## src/hw/mau_defs.svh

```systemverilog
/*
  Register offsets, field positions, reset values and pipeline counts of the multiply-add unit.
  Assumes inclusion by bare name from the design files; holds definitions only.
*/
`ifndef MAU_DEFS_SVH
`define MAU_DEFS_SVH

`define MAU_AXI_AW 8
`define MAU_OFF_CTRL 8'h00
`define MAU_OFF_COUNT 8'h04
`define MAU_OFF_RES_LO 8'h08
`define MAU_OFF_RES_HI 8'h0c
`define MAU_CTRL_RUN_BIT 0
`define MAU_CTRL_RST 32'h0000_0001
`define MAU_COUNT_RST 32'h0000_0000
`define MAU_OPT_LAT 3
`define MAU_RESP_OKAY 2'b00
`define MAU_RESP_SLVERR 2'b10

`endif

```

## src/hw/mau_pkg.sv

```systemverilog
/*
  Types shared by the multiply-add unit: operation modes, write channel states, write capture flags.
  Assumes compilation before every module that imports it.
*/
package mau_pkg;

  typedef enum logic [1:0] {
    MAU_OP_ADD = 2'b00,
    MAU_OP_SUB = 2'b01,
    MAU_OP_SEL = 2'b10
  } mau_op_t;

  typedef enum logic [1:0] {
    MAU_WR_IDLE = 2'b00,
    MAU_WR_RESP = 2'b01
  } mau_wr_t;

  typedef struct packed {
    logic aw_got;
    logic w_got;
  } mau_wcap_t;

endpackage

```

## src/hw/mau_delay.sv

```systemverilog
/*
  Enable-gated delay line of DEPTH registers; depth zero is a plain wire.
  Assumes a synchronous active-low reset and one clock.
*/
`timescale 1ns/100ps
module mau_delay #(
  parameter int W = 8,
  parameter int DEPTH = 1
) (
  input wire logic aclk,
  input wire logic aresetn,
  input wire logic adv,
  input wire logic [W-1:0] din,
  output logic [W-1:0] dout
);
  if (DEPTH < 0 || W < 1) begin : g_bad
    $error("mau_delay: depth must be non-negative");
  end
  if (DEPTH == 0) begin : g_wire
    assign dout = din;
  end else begin : g_pipe
    logic [W-1:0] pipe [DEPTH];
    always_ff @(posedge aclk) begin
      if (!aresetn) begin
        for (int i = 0; i < DEPTH; i++) begin
          pipe[i] <= '0;
        end
      end else if (adv) begin
        pipe[0] <= din;
        for (int i = 1; i < DEPTH; i++) begin
          pipe[i] <= pipe[i-1];
        end
      end
    end
    assign dout = pipe[DEPTH-1];
  end
endmodule

```

## src/hw/mau_prec.sv

```systemverilog
/*
  Requantises a signed fixed-point value to a narrower width and binary point.
  Truncates surplus fraction bits and wraps on overflow; assumes OUT_BP is at most IN_BP.
*/
`timescale 1ns/100ps
module mau_prec #(
  parameter int IN_W = 33,
  parameter int IN_BP = 0,
  parameter int OUT_W = 33,
  parameter int OUT_BP = 0
) (
  input wire logic signed [IN_W-1:0] din,
  output logic [OUT_W-1:0] dout
);
  localparam int XW = (IN_W > OUT_W) ? IN_W : OUT_W;
  localparam int SH = IN_BP - OUT_BP;
  if (SH < 0 || OUT_BP > OUT_W || OUT_W < 1) begin : g_bad
    $error("mau_prec: output binary point not servable");
  end
  wire logic signed [XW-1:0] ext = XW'(din);
  wire logic signed [XW-1:0] shifted = ext >>> SH;
  assign dout = shifted[OUT_W-1:0];
endmodule

```

## src/hw/mau_top.sv

```systemverilog
/*
  Multiply-add unit: result = a*b +/- c, delayed by a build-time latency, with an AXI4-Lite
  control and status port. Assumes operands, subtract and enable synchronous to aclk and
  one AXI4-Lite master with at most one write and one read under way.
*/
// What the document asks of this block and its feeding logic
// [RQ1] The result is the product of operands a and b, with operand c then added or subtracted.
// [RQ2] In the fixed-add build the unit always adds c and ignores the subtract input.
// [RQ3] In the fixed-subtract build the unit always subtracts c and ignores the subtract input.
// [RQ4] In the selectable build subtract high means subtract and low means add, sample by sample.
// [RQ5] The feeding logic gives all three operands one identical floating-point format.
// [RQ6] The feeding logic places c's binary point at the sum of the binary points of a and b.
// [RQ7] With the enable port built, work proceeds only while enable is high.
// [RQ8] The output lags the inputs that made it by the configured number of samples.
// [RQ9] Fixed-point latency is 0 or -1 (optimal pipeline), and only -1 when enable is built.
// [RQ10] Floating-point latency is 0 or positive, and only positive when enable is built. This variant rejects every floating-point build.
// [RQ11] Full precision sizes the result to hold the exact value.
// [RQ12] User precision gives a narrower width or fraction, signed or unsigned as configured.
// [RQ13] Floating-point results are always at full precision. This variant rejects every floating-point build.
// [RQ14] While enable is low all pipeline registers and the output hold.
`timescale 1ns/100ps
`include "mau_defs.svh"
module mau_top
  import mau_pkg::*;
#(
  parameter mau_op_t OP_MODE = MAU_OP_SEL,
  parameter bit IS_FLOAT = 1'b0,
  parameter bit HAS_EN = 1'b1,
  parameter int LATENCY = -1,
  parameter int A_W = 16,
  parameter int A_BP = 0,
  parameter int B_W = 16,
  parameter int B_BP = 0,
  parameter int C_W = 32,
  parameter bit FULL_PREC = 1'b1,
  parameter int OUT_W = 32,
  parameter int OUT_BP = 0,
  parameter bit OUT_SIGNED = 1'b1,
  localparam int P_W = A_W + B_W,
  localparam int F_W = ((P_W > C_W) ? P_W : C_W) + 1,
  localparam int F_BP = A_BP + B_BP,
  localparam bit USE_FULL = FULL_PREC || IS_FLOAT,
  localparam int RES_W = USE_FULL ? F_W : OUT_W
) (
  input wire logic aclk,
  input wire logic aresetn,
  input wire logic signed [A_W-1:0] op_a,
  input wire logic signed [B_W-1:0] op_b,
  input wire logic signed [C_W-1:0] op_c,
  input wire logic subtract,
  input wire logic enable,
  output logic [RES_W-1:0] result,
  input wire logic awvalid,
  output logic awready,
  input wire logic [`MAU_AXI_AW-1:0] awaddr,
  input wire logic wvalid,
  output logic wready,
  input wire logic [31:0] wdata,
  input wire logic [3:0] wstrb,
  output logic bvalid,
  input wire logic bready,
  output logic [1:0] bresp,
  input wire logic arvalid,
  output logic arready,
  input wire logic [`MAU_AXI_AW-1:0] araddr,
  output logic rvalid,
  input wire logic rready,
  output logic [31:0] rdata,
  output logic [1:0] rresp
);
  localparam int LAT_EFF = (LATENCY < 0) ? `MAU_OPT_LAT : LATENCY;
  localparam int RES_BP = USE_FULL ? F_BP : OUT_BP;

  // Build-time checks on the latency and width options.
  if (!IS_FLOAT && !(LATENCY == 0 || LATENCY == -1)) begin : g_lat_fix // [RQ9]
    $error("mau_top: fixed-point latency must be 0 or -1");
  end
  if (!IS_FLOAT && HAS_EN && LATENCY != -1) begin : g_lat_fix_en // [RQ9]
    $error("mau_top: fixed-point latency with enable must be -1");
  end
  if (IS_FLOAT && LATENCY < 0) begin : g_lat_flt // [RQ10]
    $error("mau_top: floating-point latency must be 0 or positive");
  end
  if (IS_FLOAT && HAS_EN && LATENCY < 1) begin : g_lat_flt_en // [RQ10]
    $error("mau_top: floating-point latency with enable must be positive");
  end
  // The floating-point arithmetic core is not part of this variant; any floating-point build is rejected.
  if (IS_FLOAT) begin : g_no_flt
    $error("mau_top: floating-point operands are not served by this datapath");
  end
  if (RES_W > 64 || A_W < 1 || B_W < 1 || C_W < 1) begin : g_bad_w
    $error("mau_top: operand or result width not servable");
  end

  // Control register state.
  logic run;
  logic [31:0] count;
  // Only the run bit of the control reset word is kept in a flip-flop.
  localparam logic [31:0] CTRL_RST = `MAU_CTRL_RST;

  // The enable port, when absent, is treated as always high.
  wire logic en_port = HAS_EN ? enable : 1'b1; // [RQ7]
  wire logic adv = run & en_port; // [RQ7] [RQ14]

  // Arithmetic in full precision; the extra bit keeps the sum exact.
  wire logic signed [P_W-1:0] prod = op_a * op_b; // [RQ1]
  wire logic signed [F_W-1:0] prod_x = F_W'(prod); // [RQ11]
  wire logic signed [F_W-1:0] c_x = F_W'(op_c); // [RQ6]
  wire logic sel_sub = (OP_MODE == MAU_OP_SEL) & subtract; // [RQ4]
  wire logic do_sub = (OP_MODE == MAU_OP_SUB) | sel_sub; // [RQ2] [RQ3]
  wire logic signed [F_W-1:0] sum_add = prod_x + c_x; // [RQ1]
  wire logic signed [F_W-1:0] sum_sub = prod_x - c_x; // [RQ1]
  wire logic signed [F_W-1:0] full = do_sub ? sum_sub : sum_add;
  logic [RES_W-1:0] res_comb;

  // Full precision passes through unchanged; user precision truncates and wraps.
  mau_prec #(
    .IN_W(F_W),
    .IN_BP(F_BP),
    .OUT_W(RES_W),
    .OUT_BP(RES_BP)
  ) u_prec ( // [RQ12] [RQ13]
    .din(full),
    .dout(res_comb)
  );

  // The pipeline is a delay after the arithmetic so that synthesis may retime it into the multiplier.
  mau_delay #(
    .W(RES_W),
    .DEPTH(LAT_EFF)
  ) u_dly ( // [RQ8] [RQ14]
    .aclk(aclk),
    .aresetn(aresetn),
    .adv(adv),
    .din(res_comb),
    .dout(result)
  );

  // Accepted sample counter, visible to software.
  always_ff @(posedge aclk) begin
    if (!aresetn) begin
      count <= `MAU_COUNT_RST;
    end else if (adv) begin
      count <= count + 32'h0000_0001;
    end
  end

  // Result extended to 64 bits for the two read words.
  wire logic res_sign = OUT_SIGNED | USE_FULL;
  wire logic res_msb = res_sign & result[RES_W-1]; // [RQ12]
  wire logic [63:0] res_ext = {{(64 - RES_W){res_msb}}, result};

  // AXI4-Lite write side.
  mau_wr_t wst;
  mau_wcap_t cap;
  logic [`MAU_AXI_AW-1:0] wr_addr;
  logic [31:0] wr_data;
  logic [3:0] wr_strb;

  wire logic aw_hs = awvalid & awready;
  wire logic w_hs = wvalid & wready;
  wire logic b_hs = bvalid & bready;
  wire logic wr_fire = (wst == MAU_WR_IDLE) & cap.aw_got & cap.w_got;
  wire logic wr_ctrl = wr_addr == `MAU_OFF_CTRL;
  wire logic wr_ro = (wr_addr == `MAU_OFF_COUNT) | (wr_addr == `MAU_OFF_RES_LO) |
    (wr_addr == `MAU_OFF_RES_HI);
  wire logic wr_hit = wr_ctrl | wr_ro;
  wire logic [1:0] next_bresp = wr_hit ? `MAU_RESP_OKAY : `MAU_RESP_SLVERR;
  wire logic ctrl_we = wr_fire & wr_ctrl & wr_strb[0];
  wire logic next_run = wr_data[`MAU_CTRL_RUN_BIT];

  always_ff @(posedge aclk) begin
    if (!aresetn) begin
      wst <= MAU_WR_IDLE;
      cap <= '0;
      awready <= 1'b0;
      wready <= 1'b0;
      bvalid <= 1'b0;
      bresp <= `MAU_RESP_OKAY;
      wr_addr <= '0;
      wr_data <= '0;
      wr_strb <= '0;
    end else begin
      case (wst)
        MAU_WR_IDLE: begin
          awready <= ~(cap.aw_got | aw_hs);
          wready <= ~(cap.w_got | w_hs);
          if (aw_hs) begin
            cap.aw_got <= 1'b1;
            wr_addr <= awaddr;
          end
          if (w_hs) begin
            cap.w_got <= 1'b1;
            wr_data <= wdata;
            wr_strb <= wstrb;
          end
          if (wr_fire) begin
            bvalid <= 1'b1;
            bresp <= next_bresp;
            wst <= MAU_WR_RESP;
          end
        end
        MAU_WR_RESP: begin
          if (b_hs) begin
            bvalid <= 1'b0;
            cap <= '0;
            awready <= 1'b1;
            wready <= 1'b1;
            wst <= MAU_WR_IDLE;
          end
        end
        default: begin
          wst <= MAU_WR_IDLE;
        end
      endcase
    end
  end

  // Control register; the run bit gates every pipeline advance.
  always_ff @(posedge aclk) begin
    if (!aresetn) begin
      run <= CTRL_RST[`MAU_CTRL_RUN_BIT];
    end else if (ctrl_we) begin
      run <= next_run;
    end
  end

  // AXI4-Lite read side; one read in flight.
  wire logic ar_hs = arvalid & arready;
  wire logic r_hs = rvalid & rready;
  wire logic rd_ctrl = araddr == `MAU_OFF_CTRL;
  wire logic rd_cnt = araddr == `MAU_OFF_COUNT;
  wire logic rd_lo = araddr == `MAU_OFF_RES_LO;
  wire logic rd_hi = araddr == `MAU_OFF_RES_HI;
  wire logic rd_hit = rd_ctrl | rd_cnt | rd_lo | rd_hi;
  wire logic [31:0] ctrl_word = {31'h0000_0000, run};
  wire logic [31:0] next_rdata = rd_ctrl ? ctrl_word :
    rd_cnt ? count :
    rd_lo ? res_ext[31:0] :
    rd_hi ? res_ext[63:32] : 32'h0000_0000;
  wire logic [1:0] next_rresp = rd_hit ? `MAU_RESP_OKAY : `MAU_RESP_SLVERR;

  always_ff @(posedge aclk) begin
    if (!aresetn) begin
      arready <= 1'b0;
      rvalid <= 1'b0;
      rdata <= '0;
      rresp <= `MAU_RESP_OKAY;
    end else if (ar_hs) begin
      arready <= 1'b0;
      rvalid <= 1'b1;
      rdata <= next_rdata;
      rresp <= next_rresp;
    end else if (r_hs) begin
      rvalid <= 1'b0;
      arready <= 1'b1;
    end else if (!rvalid) begin
      arready <= 1'b1;
    end
  end

  // Checks on the datapath and the register port.
  chk_sum_exact: assert property (@(posedge aclk) disable iff (!aresetn) // [RQ1] [RQ2] [RQ11]
    (OP_MODE == MAU_OP_ADD) |-> (full == F_W'(op_a) * F_W'(op_b) + F_W'(op_c)))
    else $error("Fixed add result differs from a*b+c.");

  chk_sub_fixed: assert property (@(posedge aclk) disable iff (!aresetn) // [RQ3]
    (OP_MODE == MAU_OP_SUB) |-> (full == F_W'(op_a) * F_W'(op_b) - F_W'(op_c)))
    else $error("Fixed subtract result differs from a*b-c.");

  chk_sub_select: assert property (@(posedge aclk) disable iff (!aresetn) // [RQ4]
    (OP_MODE == MAU_OP_SEL) |-> (full == (subtract ? F_W'(op_a) * F_W'(op_b) - F_W'(op_c) :
    F_W'(op_a) * F_W'(op_b) + F_W'(op_c))))
    else $error("Subtract input did not choose the operation.");

  chk_lat_opt: assert property (@(posedge aclk) disable iff (!aresetn) // [RQ8]
    (LAT_EFF == 3 && adv) ##1 adv ##1 adv |=> (result == $past(res_comb, 3)))
    else $error("Result did not appear three samples after its operands.");

  chk_lat_zero: assert property (@(posedge aclk) disable iff (!aresetn) // [RQ8] [RQ9]
    (LAT_EFF == 0) |-> (result == res_comb))
    else $error("Zero-latency result is not combinational.");

  chk_hold_out: assert property (@(posedge aclk) disable iff (!aresetn) // [RQ14] [RQ7]
    (HAS_EN && !enable) |=> $stable(result) && $stable(count))
    else $error("Pipeline moved while enable was low.");

  chk_run_gate: assert property (@(posedge aclk) disable iff (!aresetn) // [RQ7]
    adv |=> (count == $past(count) + 32'h0000_0001))
    else $error("Sample counter missed an accepted sample.");

  chk_prec_wrap: assert property (@(posedge aclk) disable iff (!aresetn) // [RQ12]
    (!USE_FULL && RES_BP == F_BP) |-> (res_comb == full[RES_W-1:0]))
    else $error("User precision did not keep the low bits.");

  chk_bresp_map: assert property (@(posedge aclk) disable iff (!aresetn)
    wr_fire |=> bvalid && (bresp == (wr_hit ? `MAU_RESP_OKAY : `MAU_RESP_SLVERR)))
    else $error("Write answer does not match the address decode.");

  chk_read_lat: assert property (@(posedge aclk) disable iff (!aresetn)
    (ar_hs && (araddr == `MAU_OFF_COUNT)) |=>
    rvalid && (rdata == $past(count)) && (rresp == `MAU_RESP_OKAY))
    else $error("Count read answer late or wrong.");

  // A clear run bit must freeze a registered pipeline even while enable stays high.
  chk_run_freeze: assert property (@(posedge aclk) disable iff (!aresetn) // [RQ7] [RQ14]
    (LAT_EFF > 0 && !run) |=> $stable(result))
    else $error("Result moved while the run bit was clear.");

  chk_cnt_idle: assert property (@(posedge aclk) disable iff (!aresetn) // [RQ14]
    !adv |=> $stable(count))
    else $error("Sample counter moved without an accepted sample.");

  chk_strb_gate: assert property (@(posedge aclk) disable iff (!aresetn)
    (wr_fire && wr_ctrl && !wr_strb[0]) |=> $stable(run))
    else $error("Control write without its byte strobe changed the run bit.");

  chk_wr_busy: assert property (@(posedge aclk) disable iff (!aresetn)
    bvalid |-> (!awready && !wready))
    else $error("Write channel ready while a response is pending.");

  chk_rd_busy: assert property (@(posedge aclk) disable iff (!aresetn)
    rvalid |-> !arready)
    else $error("Read address ready while read data is pending.");

  chk_b_drop: assert property (@(posedge aclk) disable iff (!aresetn)
    b_hs |=> !bvalid)
    else $error("Write response stayed after it was taken.");

  chk_r_drop: assert property (@(posedge aclk) disable iff (!aresetn)
    r_hs |=> !rvalid)
    else $error("Read data stayed after it was taken.");

  chk_rd_slverr: assert property (@(posedge aclk) disable iff (!aresetn)
    (ar_hs && !rd_hit) |=> rvalid && (rresp == `MAU_RESP_SLVERR) && (rdata == 32'h0000_0000))
    else $error("Unmapped read did not answer with an error and zero data.");

  cov_sub_run: cover property (@(posedge aclk) disable iff (!aresetn) adv && do_sub);
  cov_add_run: cover property (@(posedge aclk) disable iff (!aresetn) adv && !do_sub);
  cov_en_stall: cover property (@(posedge aclk) disable iff (!aresetn) adv ##1 !adv ##1 adv);
  cov_ctrl_wr: cover property (@(posedge aclk) disable iff (!aresetn) ctrl_we && !next_run);
  cov_wr_err: cover property (@(posedge aclk) disable iff (!aresetn) wr_fire && !wr_hit);

endmodule

```

## config.mk

```make
export PLATFORM = sky130hd
export DESIGN_NAME = mau_top
export DESIGN_NICKNAME = d
export VERILOG_FILES = /design/src/hw/mau_pkg.sv /design/src/hw/mau_delay.sv /design/src/hw/mau_prec.sv /design/src/hw/mau_top.sv
export VERILOG_INCLUDE_DIRS = /design/src /design/src/hw
export SDC_FILE = /design/constraint.sdc
export NUM_CORES = 1
export LEC_CHECK = 0
export CAP_MARGIN = 20
export CELL_PAD_IN_SITES_DETAIL_PLACEMENT = 2
export CELL_PAD_IN_SITES_GLOBAL_PLACEMENT = 2
export CORE_ASPECT_RATIO = 1.4
export CORE_MARGIN = 2
export CORE_UTILIZATION = 30
export DETAILED_ROUTE_END_ITERATION = 8
export DONT_BUFFER_PORTS = 1
export PLACE_DENSITY_LB_ADDON = 0.08
export SLEW_MARGIN = 20
export SYNTH_ARGS = -nofsm -noshare
export SYNTH_HDL_FRONTEND = slang
export SYNTH_SLANG_ARGS = --single-unit
```

## constraint.sdc

```tcl
create_clock -name aclk -period 17.87 [get_ports aclk]
set_input_delay 1.787 -clock aclk [delete_from_list [all_inputs] [get_ports aclk]]
set_output_delay 1.787 -clock aclk [all_outputs]
set_load 0.1 [all_outputs]
```

[Yosys cells after proc, flatten, opt, wreduce, memory -nomap -nowiden]
Memory sizes are Yosys's and may differ from the RTL's.
Cells that the tools add are included.
Storage, ports and cells
  bits in registers: 88
  memory bits (writable): 99
  input bits: 125
  output and inout bits: 74
  word-level logic and storage cells: 101
  memories kept: 1
Operators by class
  $add $sub $neg: 3
  multiply operators: 1
  equality and inequality tests: 12
  mux-type cells: 30
  bitwise logic cells: 24
  reduce and logical (&&, ||, !) cells: 14
Memory list
  u_dly.g_pipe.pipe: depth 3, bits a word 33, rd ports 3, clocked after memory_dff 0, wr ports 3, RTL line mau_delay.sv:22  | logic [W-1:0] pipe [DEPTH];
Operator list (number)
  33-bit two-way mux: 4
  32-bit two-way mux: 4
  32-bit by 32-bit adder with 33-bit output: 1
  32-bit by 32-bit subtractor with 33-bit output: 1
  32-bit by 1-bit adder with 32-bit output (second input constant): 1
  8-bit by 4-bit equality test with 1-bit output (second input constant): 4
  16-bit by 16-bit multiplier with 32-bit output: 1
  8-bit by 3-bit equality test with 1-bit output (second input constant): 2
  8-bit zero test: 2
  1-bit two-way mux: 13
  1-bit bitwise OR: 11
  1-bit AND: 10
  2-bit AND reduction: 5
  3-bit AND reduction: 3
  2-bit two-way mux: 4
  2-bit inequality test (second input constant): 4
  2-bit case mux with 2 select lines: 2
  1-bit case mux with 2 select lines: 3
  2-bit nonzero test: 2
  1-bit NOT: 3
  2-bit by 1-bit equality test with 1-bit output (second input constant): 1
  2-bit zero test: 1
  2-bit by 1-bit inequality test with 1-bit output (second input constant): 1
  2-bit OR reduction: 1

[Longest topological paths before layout]
Gate-level depths: netlist (run 1).
  word-level depth: 5
  depth in mapped cells: 32
  depth with buffers taken out: 31

[Cells and area by module]
From an unflattened synthesis (run 1), not the netlist that was laid out.
Unflattened totals
  cell total of the unflattened synthesis: 2132
  area, all modules: 19942.9 µm²
Modules (own cells, without submodules)
  mau_top: times used 1, cells an instance 1846, area an instance 15743.8 µm², seq. area each 1681.6 µm²
  mau_delay: times used 1, cells an instance 253, area an instance 3951.3 µm², seq. area each 2972.9 µm²
  mau_prec: times used 1, cells an instance 33, area an instance 247.7 µm², seq. area each 0.0 µm²

[Worst setup path before layout (run 1)]
Ideal clock, no wire load.
  kind: input to register
  start point: input port op_b[3]
  end point: memory u_dly.g_pipe.pipe[0][32] (netlist name), data pin
  setup time: 0.263 ns
  arrival: 8.744 ns
  required time: 17.607 ns
  setup slack: 8.863 ns
  cell stages on the path: 29
  buffers on the path: 1
  cell sequence: clkbuf_1 > nand2_1 > fa_1 > fa_1 > fa_1 > inv_1 > fa_1 > fa_1 > inv_1 > fa_1 > inv_1 > ha_1 > a21oi_1 > o21ai_0 > a31oi_1 > o21ai_0 > a2111oi_2 > o31ai_1 > a21oi_1 > xnor2_1 > ha_1 > a21o_1 > a21o_1 > a21o_1 > or4_1 > and4_1 > o211ai_2 > or2_2 > mux2i_1
RTL lines
  start, declared: RTL line mau_top.sv:48  | input wire logic signed [B_W-1:0] op_b,
  end, declared: RTL line mau_delay.sv:22

==> summary.txt, run 1 <==
Gate Count Post-Synth: 2,094
yosys warns: 0
Setup Buffers After CTS: 0
Fmax: 0.1054 GHz
PortBufs: 0
Mapped Area: 0.01956 sq mm
Initial Utilization: 0.3037
Layout area overhead: 6.282%
Arr. time, crit path: 9.67 ns
row count: 110
diode count: 0
RSZ-0062 raised after global routing: no
1st-pass router iterations: 4
fin. max-slew vios: 0
Synth cell types: 70
first-pass GRT wire length: 89,240 microns
CTS Hold Bufs: 0
Synth Area in Compound Gates: 0.1010
adder-cell share of the synthesized area: 0.3434
Avg Cell Area, Syn: 9.341 sq um
Req. time, crit path: 18.05 ns
post-route setup TNS: 0 ns
period utilization: 0.5308
critical path class: in -> reg
clock buffer depth: 2
final worst path period need: 9.486 ns
H-tree levels: 4
asr flop ratio synth: 0
Area contributors post-synth: fa_1, edfxtp_1, dfxtp_1
max incr delay on CP: 0.55 ns
Worst Clk Skew: 0.008960 ns
Vias per Instance: 4.796
Max FO, Critical Path: 12
clk root buf: clkbuf_16
layout cell share with drive strength beyond 1: 0.03552
Worst path most repeated cell: fa_1
max_cap viols: 0
crit-path leading delay family: adder cells
FF+latch area: 0.004654 sq mm
CTS tree: done
top post-synthesis cells by count: inv_1, fa_1, and2_1, nand2_1, ha_1
Finish-stage setup viols: 0
Post-Synth Simple-Gate Area: 0.1766
CP max-delay cell: fa_1
GRT Util Overall: 0.1706
placed insts: 2,836
dpl hpwl: 46,040 microns
Non-Filler Instances: 2,867
nets@finish: 2,519
vias: 13,750
die width: 219.8 microns
clk slew on worst S/H paths: 0.07 ns
most numerous cell in the Yosys netlist: inv_1
DRC errors left: 0
die area: 0.06729 sq mm
post-CTS sizing: 0
Filler cells: 7,116
io pins: 199
number of synthesized flops with an enable pin: 99
DRT iter0 DRCs: 360
area of the multi-input gates: 0.01322 sq mm
Die H: 306.1 microns
CTS Buf Count: 17
Routed WL: 55,520 microns
HP Class: reg -> reg
worst slew margin relative to its limit: 0.2748
crit path buf inv count: 3
Startpoint Class: input port
post-synthesis sequential element count: 183
Worst Tran Pin Value: 1.088 ns
Clock Latency Late Sink: 0.44 ns
Worst setup EP type: flop
status: completed
largest family of logic cells by synthesized area: adder cells
register area share after synthesis: 0.2380
routed len/inst: 19.36 microns
mux cell area share after synthesis: 0.004286
ys flop type: edfxtp_1
area share of the largest cell type after synthesis: 0.2692
Hold Fails Final Rpt: 0
initial antenna violation count: 0
grt total ovfl: 0
routability cong.: 0.7999
ANT nets after route: 0
Core Area: 0.06441 sq mm
number of global-route vias before repair: 16,020
largest net degree at the start of global routing: 70
# clock sinks: 183
xor/xnor share of the synthesized area: 0.04925
largest area contributor in the netlist: fa_1
[area by class of cell]
type	instances	share of cell area
Clock buffer	17	0.02046
Clock inverter	14	0.009449
Inverter	312	0.05633
Multi-Input combinational cell	1492	0.6361
Sequential cell	183	0.2239
Tap cell	840	0.05056
Timing Repair Buffer	9	0.003250
[state kept, by name, indices dropped and copies added (netlist names), 2 cells and up]
| signal | count |
|---|---|
| count | 32 |
| rdata | 32 |
| cap | 2 |
| wr_addr | 8 |
| u_dly.g_pipe.pipe | 99 |
[logic make-up (layout without fill, tap and decap cells)]
family,count (synthesis),in the layout
fa+ha+maj,379,379
compound gates,315,315
xor+xnor,110,110
mux,7,7
other cells,1,2
simple gates,679,679
flops,183,183
buf+inv,420,352
[worst reg2reg max path, stage by stage, from the launching register on]
cell and delay [ns]:
dfxtp_1 0.47, and2_1 0.25, nand2_1 0.14, nor2_1 0.53
nand4_1 0.38, nand2b_1 0.33, or3_1 0.33, a21boi_0 0.18
[cells in the final DEF, fill, tap and decap left out, drive strengths merged, types with 20 or more instances in the layout]
cell / count
a21boi: 21
a21o: 32
a21oi: 96
and2: 220
dfxtp: 84
edfxtp: 99
fa: 263
ha: 116
inv: 316
nand2: 220
nand3: 20
nor2: 106
nor3: 25
o21ai: 92
xnor2: 75
xor2: 35
[final timing paths]
check / from / to / slack (ns) / cells after the start
max: op_b[15] / u_dly.g_pipe.pipe[0][32]$_SDFFCE_PN0P_ / 8.38 / 28
min: wr_addr[0]$_SDFFE_PN0P_ / wr_addr[0]$_SDFFE_PN0P_ / 0.47 / 2
max reg2reg: run$_SDFFE_PN1P_ / count[30]$_SDFFE_PN0P_ / 15.19 / 7
min reg2reg: wr_addr[0]$_SDFFE_PN0P_ / wr_addr[0]$_SDFFE_PN0P_ / 0.47 / 2
[metal layers]
metal | GRT usage | share of wire | up-vias | wire length, microns
met3 | 0.02639 | 0.038 | 41 | 2127
met4 | 0.04417 | 0.021 | 0 | 1180
met2 | 0.3377 | 0.55 | 171 | 30620
li1 | - | - | 6459 | -
met1 | 0.1838 | 0.39 | 7078 | 21590
met5 | 0 | 0 | - | 0
[per-stage QoR]
stage	setup WS, ns	instance area (sq um)	utilization	hold slack, ns
floorplan	8.863	19560	-	0.4413
global placement	7.935	20170	0.3131	0.4537
detailed placement	7.792	20170	0.3131	0.4661
CTS	8.263	20790	0.3227	0.4763
global route	7.978	20790	0.3227	0.5096
finish	8.384	20790	0.3227	0.4696
Power of run 1 is not shown: default switching activity piles up to over one toggle a cycle in this logic, so the estimate is an artifact.
==> inputs of run 2 (changes only) <==
==> constraint.sdc (replaced) <==
create_clock -name aclk -period 9.5 [get_ports aclk]
set_input_delay 0.95 -clock aclk [delete_from_list [all_inputs] [get_ports aclk]]
set_output_delay 0.95 -clock aclk [all_outputs]
set_load 0.1 [all_outputs]
==> run 2 against run 1 <==
Via count about the same. Global-route usage decreased by 0.055 points. Flip-flop and latch count unchanged. Worst hold slack improved by 0.0067 ns. Die area unchanged. Cell count increased by 0.10%. Critical path type unchanged.
==> summary.txt, run 2 (synthesis results as in run 1) <==
Clock Latency Late Sink: 0.44 ns
max FFs per register: 99
final worst path period need: 8.284 ns
GRT Util Overall: 0.1701
post-route setup TNS: 0 ns
largest net degree at the start of global routing: 70
Layout area overhead: 5.853%
layout cell share with drive strength beyond 1: 0.03448
area of the multi-input gates: 0.01323 sq mm
io pins: 199
ANT nets after route: 0
Hold EP: wr_addr[0]$_SDFFE_PN0P_
dpl hpwl: 46,210 microns
Max FO, Critical Path: 16
H-tree levels: 4
Startpoint Class: input port
die area: 0.06729 sq mm
period utilization: 0.8720
routed len/inst: 19.18 microns
fin. max-slew vios: 0
critical path class: in -> reg
hold path depth: 2
1st-pass router iterations: 4
largest reg by FF count: u_dly.g_pipe.pipe
CTS tree: done
commonest non-fill, non-tap cell in the layout: inv_1
Worst Tran Pin Value: 1.120 ns
CP max-delay cell: a2111oi_2
Vias per Instance: 4.789
routability cong.: 0.8291
status: completed
Die H: 306.1 microns
FF-to-FF setup slack: 6.91 ns
reg-to-reg critical path endpoint: count[30]$_SDFFE_PN0P_
largest registers: u_dly.g_pipe.pipe (99), count (32), rdata (32)
CTS Buf Count: 17
Core Area: 0.06441 sq mm
Hold Fails Final Rpt: 0
diode count: 0
Filler cells: 7,143
CTS Hold Bufs: 0
nets@finish: 2,522
first-pass GRT wire length: 89,240 microns
clock buffer depth: 2
PortBufs: 0
Worst path most repeated cell: fa_1
RSZ-0062 raised after global routing: no
Req. time, crit path: 9.68 ns
Arr. time, crit path: 8.46 ns
Routed WL: 55,050 microns
clk slew on worst S/H paths: 0.07 ns
Min Hold Slack: 0.4763 ns
number of global-route vias before repair: 16,250
Hold Startpoint: wr_addr[0]$_SDFFE_PN0P_
die width: 219.8 microns
HP Class: reg -> reg
vias: 13,740
max incr delay on CP: 0.54 ns
R2R depth: 8
initial antenna violation count: 0
grt total ovfl: 0
clk root buf: clkbuf_16
post-CTS sizing: 0
Initial Utilization: 0.3037
FF+latch area: 0.004654 sq mm
Fmax: 0.1207 GHz
Worst setup EP type: flop
Worst Clk Skew: 0.006150 ns
row count: 110
DRT iter0 DRCs: 351
max_cap viols: 0
Reg-to-Reg Start: count[5]$_SDFFE_PN0P_
most frequent cells in the layout: inv_1, fa_1, and2_1
Setup Buffers After CTS: 0
# clock sinks: 183
Finish-stage setup viols: 0
DRC errors left: 0
worst slew margin relative to its limit: 0.2533
-- run 2: changes by cell type in the layout (fill, tap and decap cells not counted), sizes merged --
cell,previous run,this run
inv,316,314
clkinvlp,2,7
clkbuf,17,18
bufinv,4,0
buf,9,12
-- run 2: area by class of cell --
type | instances | share of cell area
Clock buffer | 18 | 0.02073
Tap cell | 840 | 0.05076
Timing Repair Buffer | 12 | 0.004351
Multi-Input combinational cell | 1492 | 0.6388
Clock inverter | 13 | 0.003988
Inverter | 312 | 0.05656
Sequential cell | 183 | 0.2248
-- run 2: worst max-delay path by stage --
stage	from	end	slack [ns]	cells after the start
after global placement	op_b[1]	u_dly.g_pipe.pipe[0][32]$_SDFFCE_PN0P_	0.70	30
after detailed placement	op_b[1]	u_dly.g_pipe.pipe[0][32]$_SDFFCE_PN0P_	0.66	30
after floorplan	op_b[3]	u_dly.g_pipe.pipe[0][32]$_SDFFCE_PN0P_	1.33	29
after CTS	op_b[1]	u_dly.g_pipe.pipe[0][32]$_SDFFCE_PN0P_	1.13	30
after global routing	op_b[1]	u_dly.g_pipe.pipe[0][32]$_SDFFCE_PN0P_	0.74	30
final	op_b[1]	u_dly.g_pipe.pipe[0][32]$_SDFFCE_PN0P_	1.22	30
-- run 2: per-layer routing --
layer	GRT usage	share of wire
met2	0.3308	0.54
met5	0	0
met1	0.1821	0.39
met3	0.02946	0.040
met4	0.05432	0.029
-- run 2: through the flow --
step                cell area [sq um]  instances  utilization  setup slack [ns]
global placement                20190       2839       0.3134            0.6989
floorplan                       19560       2095            -             1.330
detailed placement              20190       2839       0.3134            0.6634
CTS                             20700       2870       0.3214             1.130
global route                    20700       2870       0.3214            0.7355
finish                          20700       2870       0.3214             1.216
-- run 2: critical path, delay by kind of cell --
kind | cells | cell delay, ns
buffers and inverters | 5 | 0.31
AND/OR/NAND/NOR | 4 | 0.91
XOR/XNOR | 1 | 0.10
multiplexers | 1 | 0.06
adder cells (fa/ha/maj) | 8 | 3.70
AO/OA/AOI/OAI | 11 | 2.42
Power of run 2 is left out for the same reason.
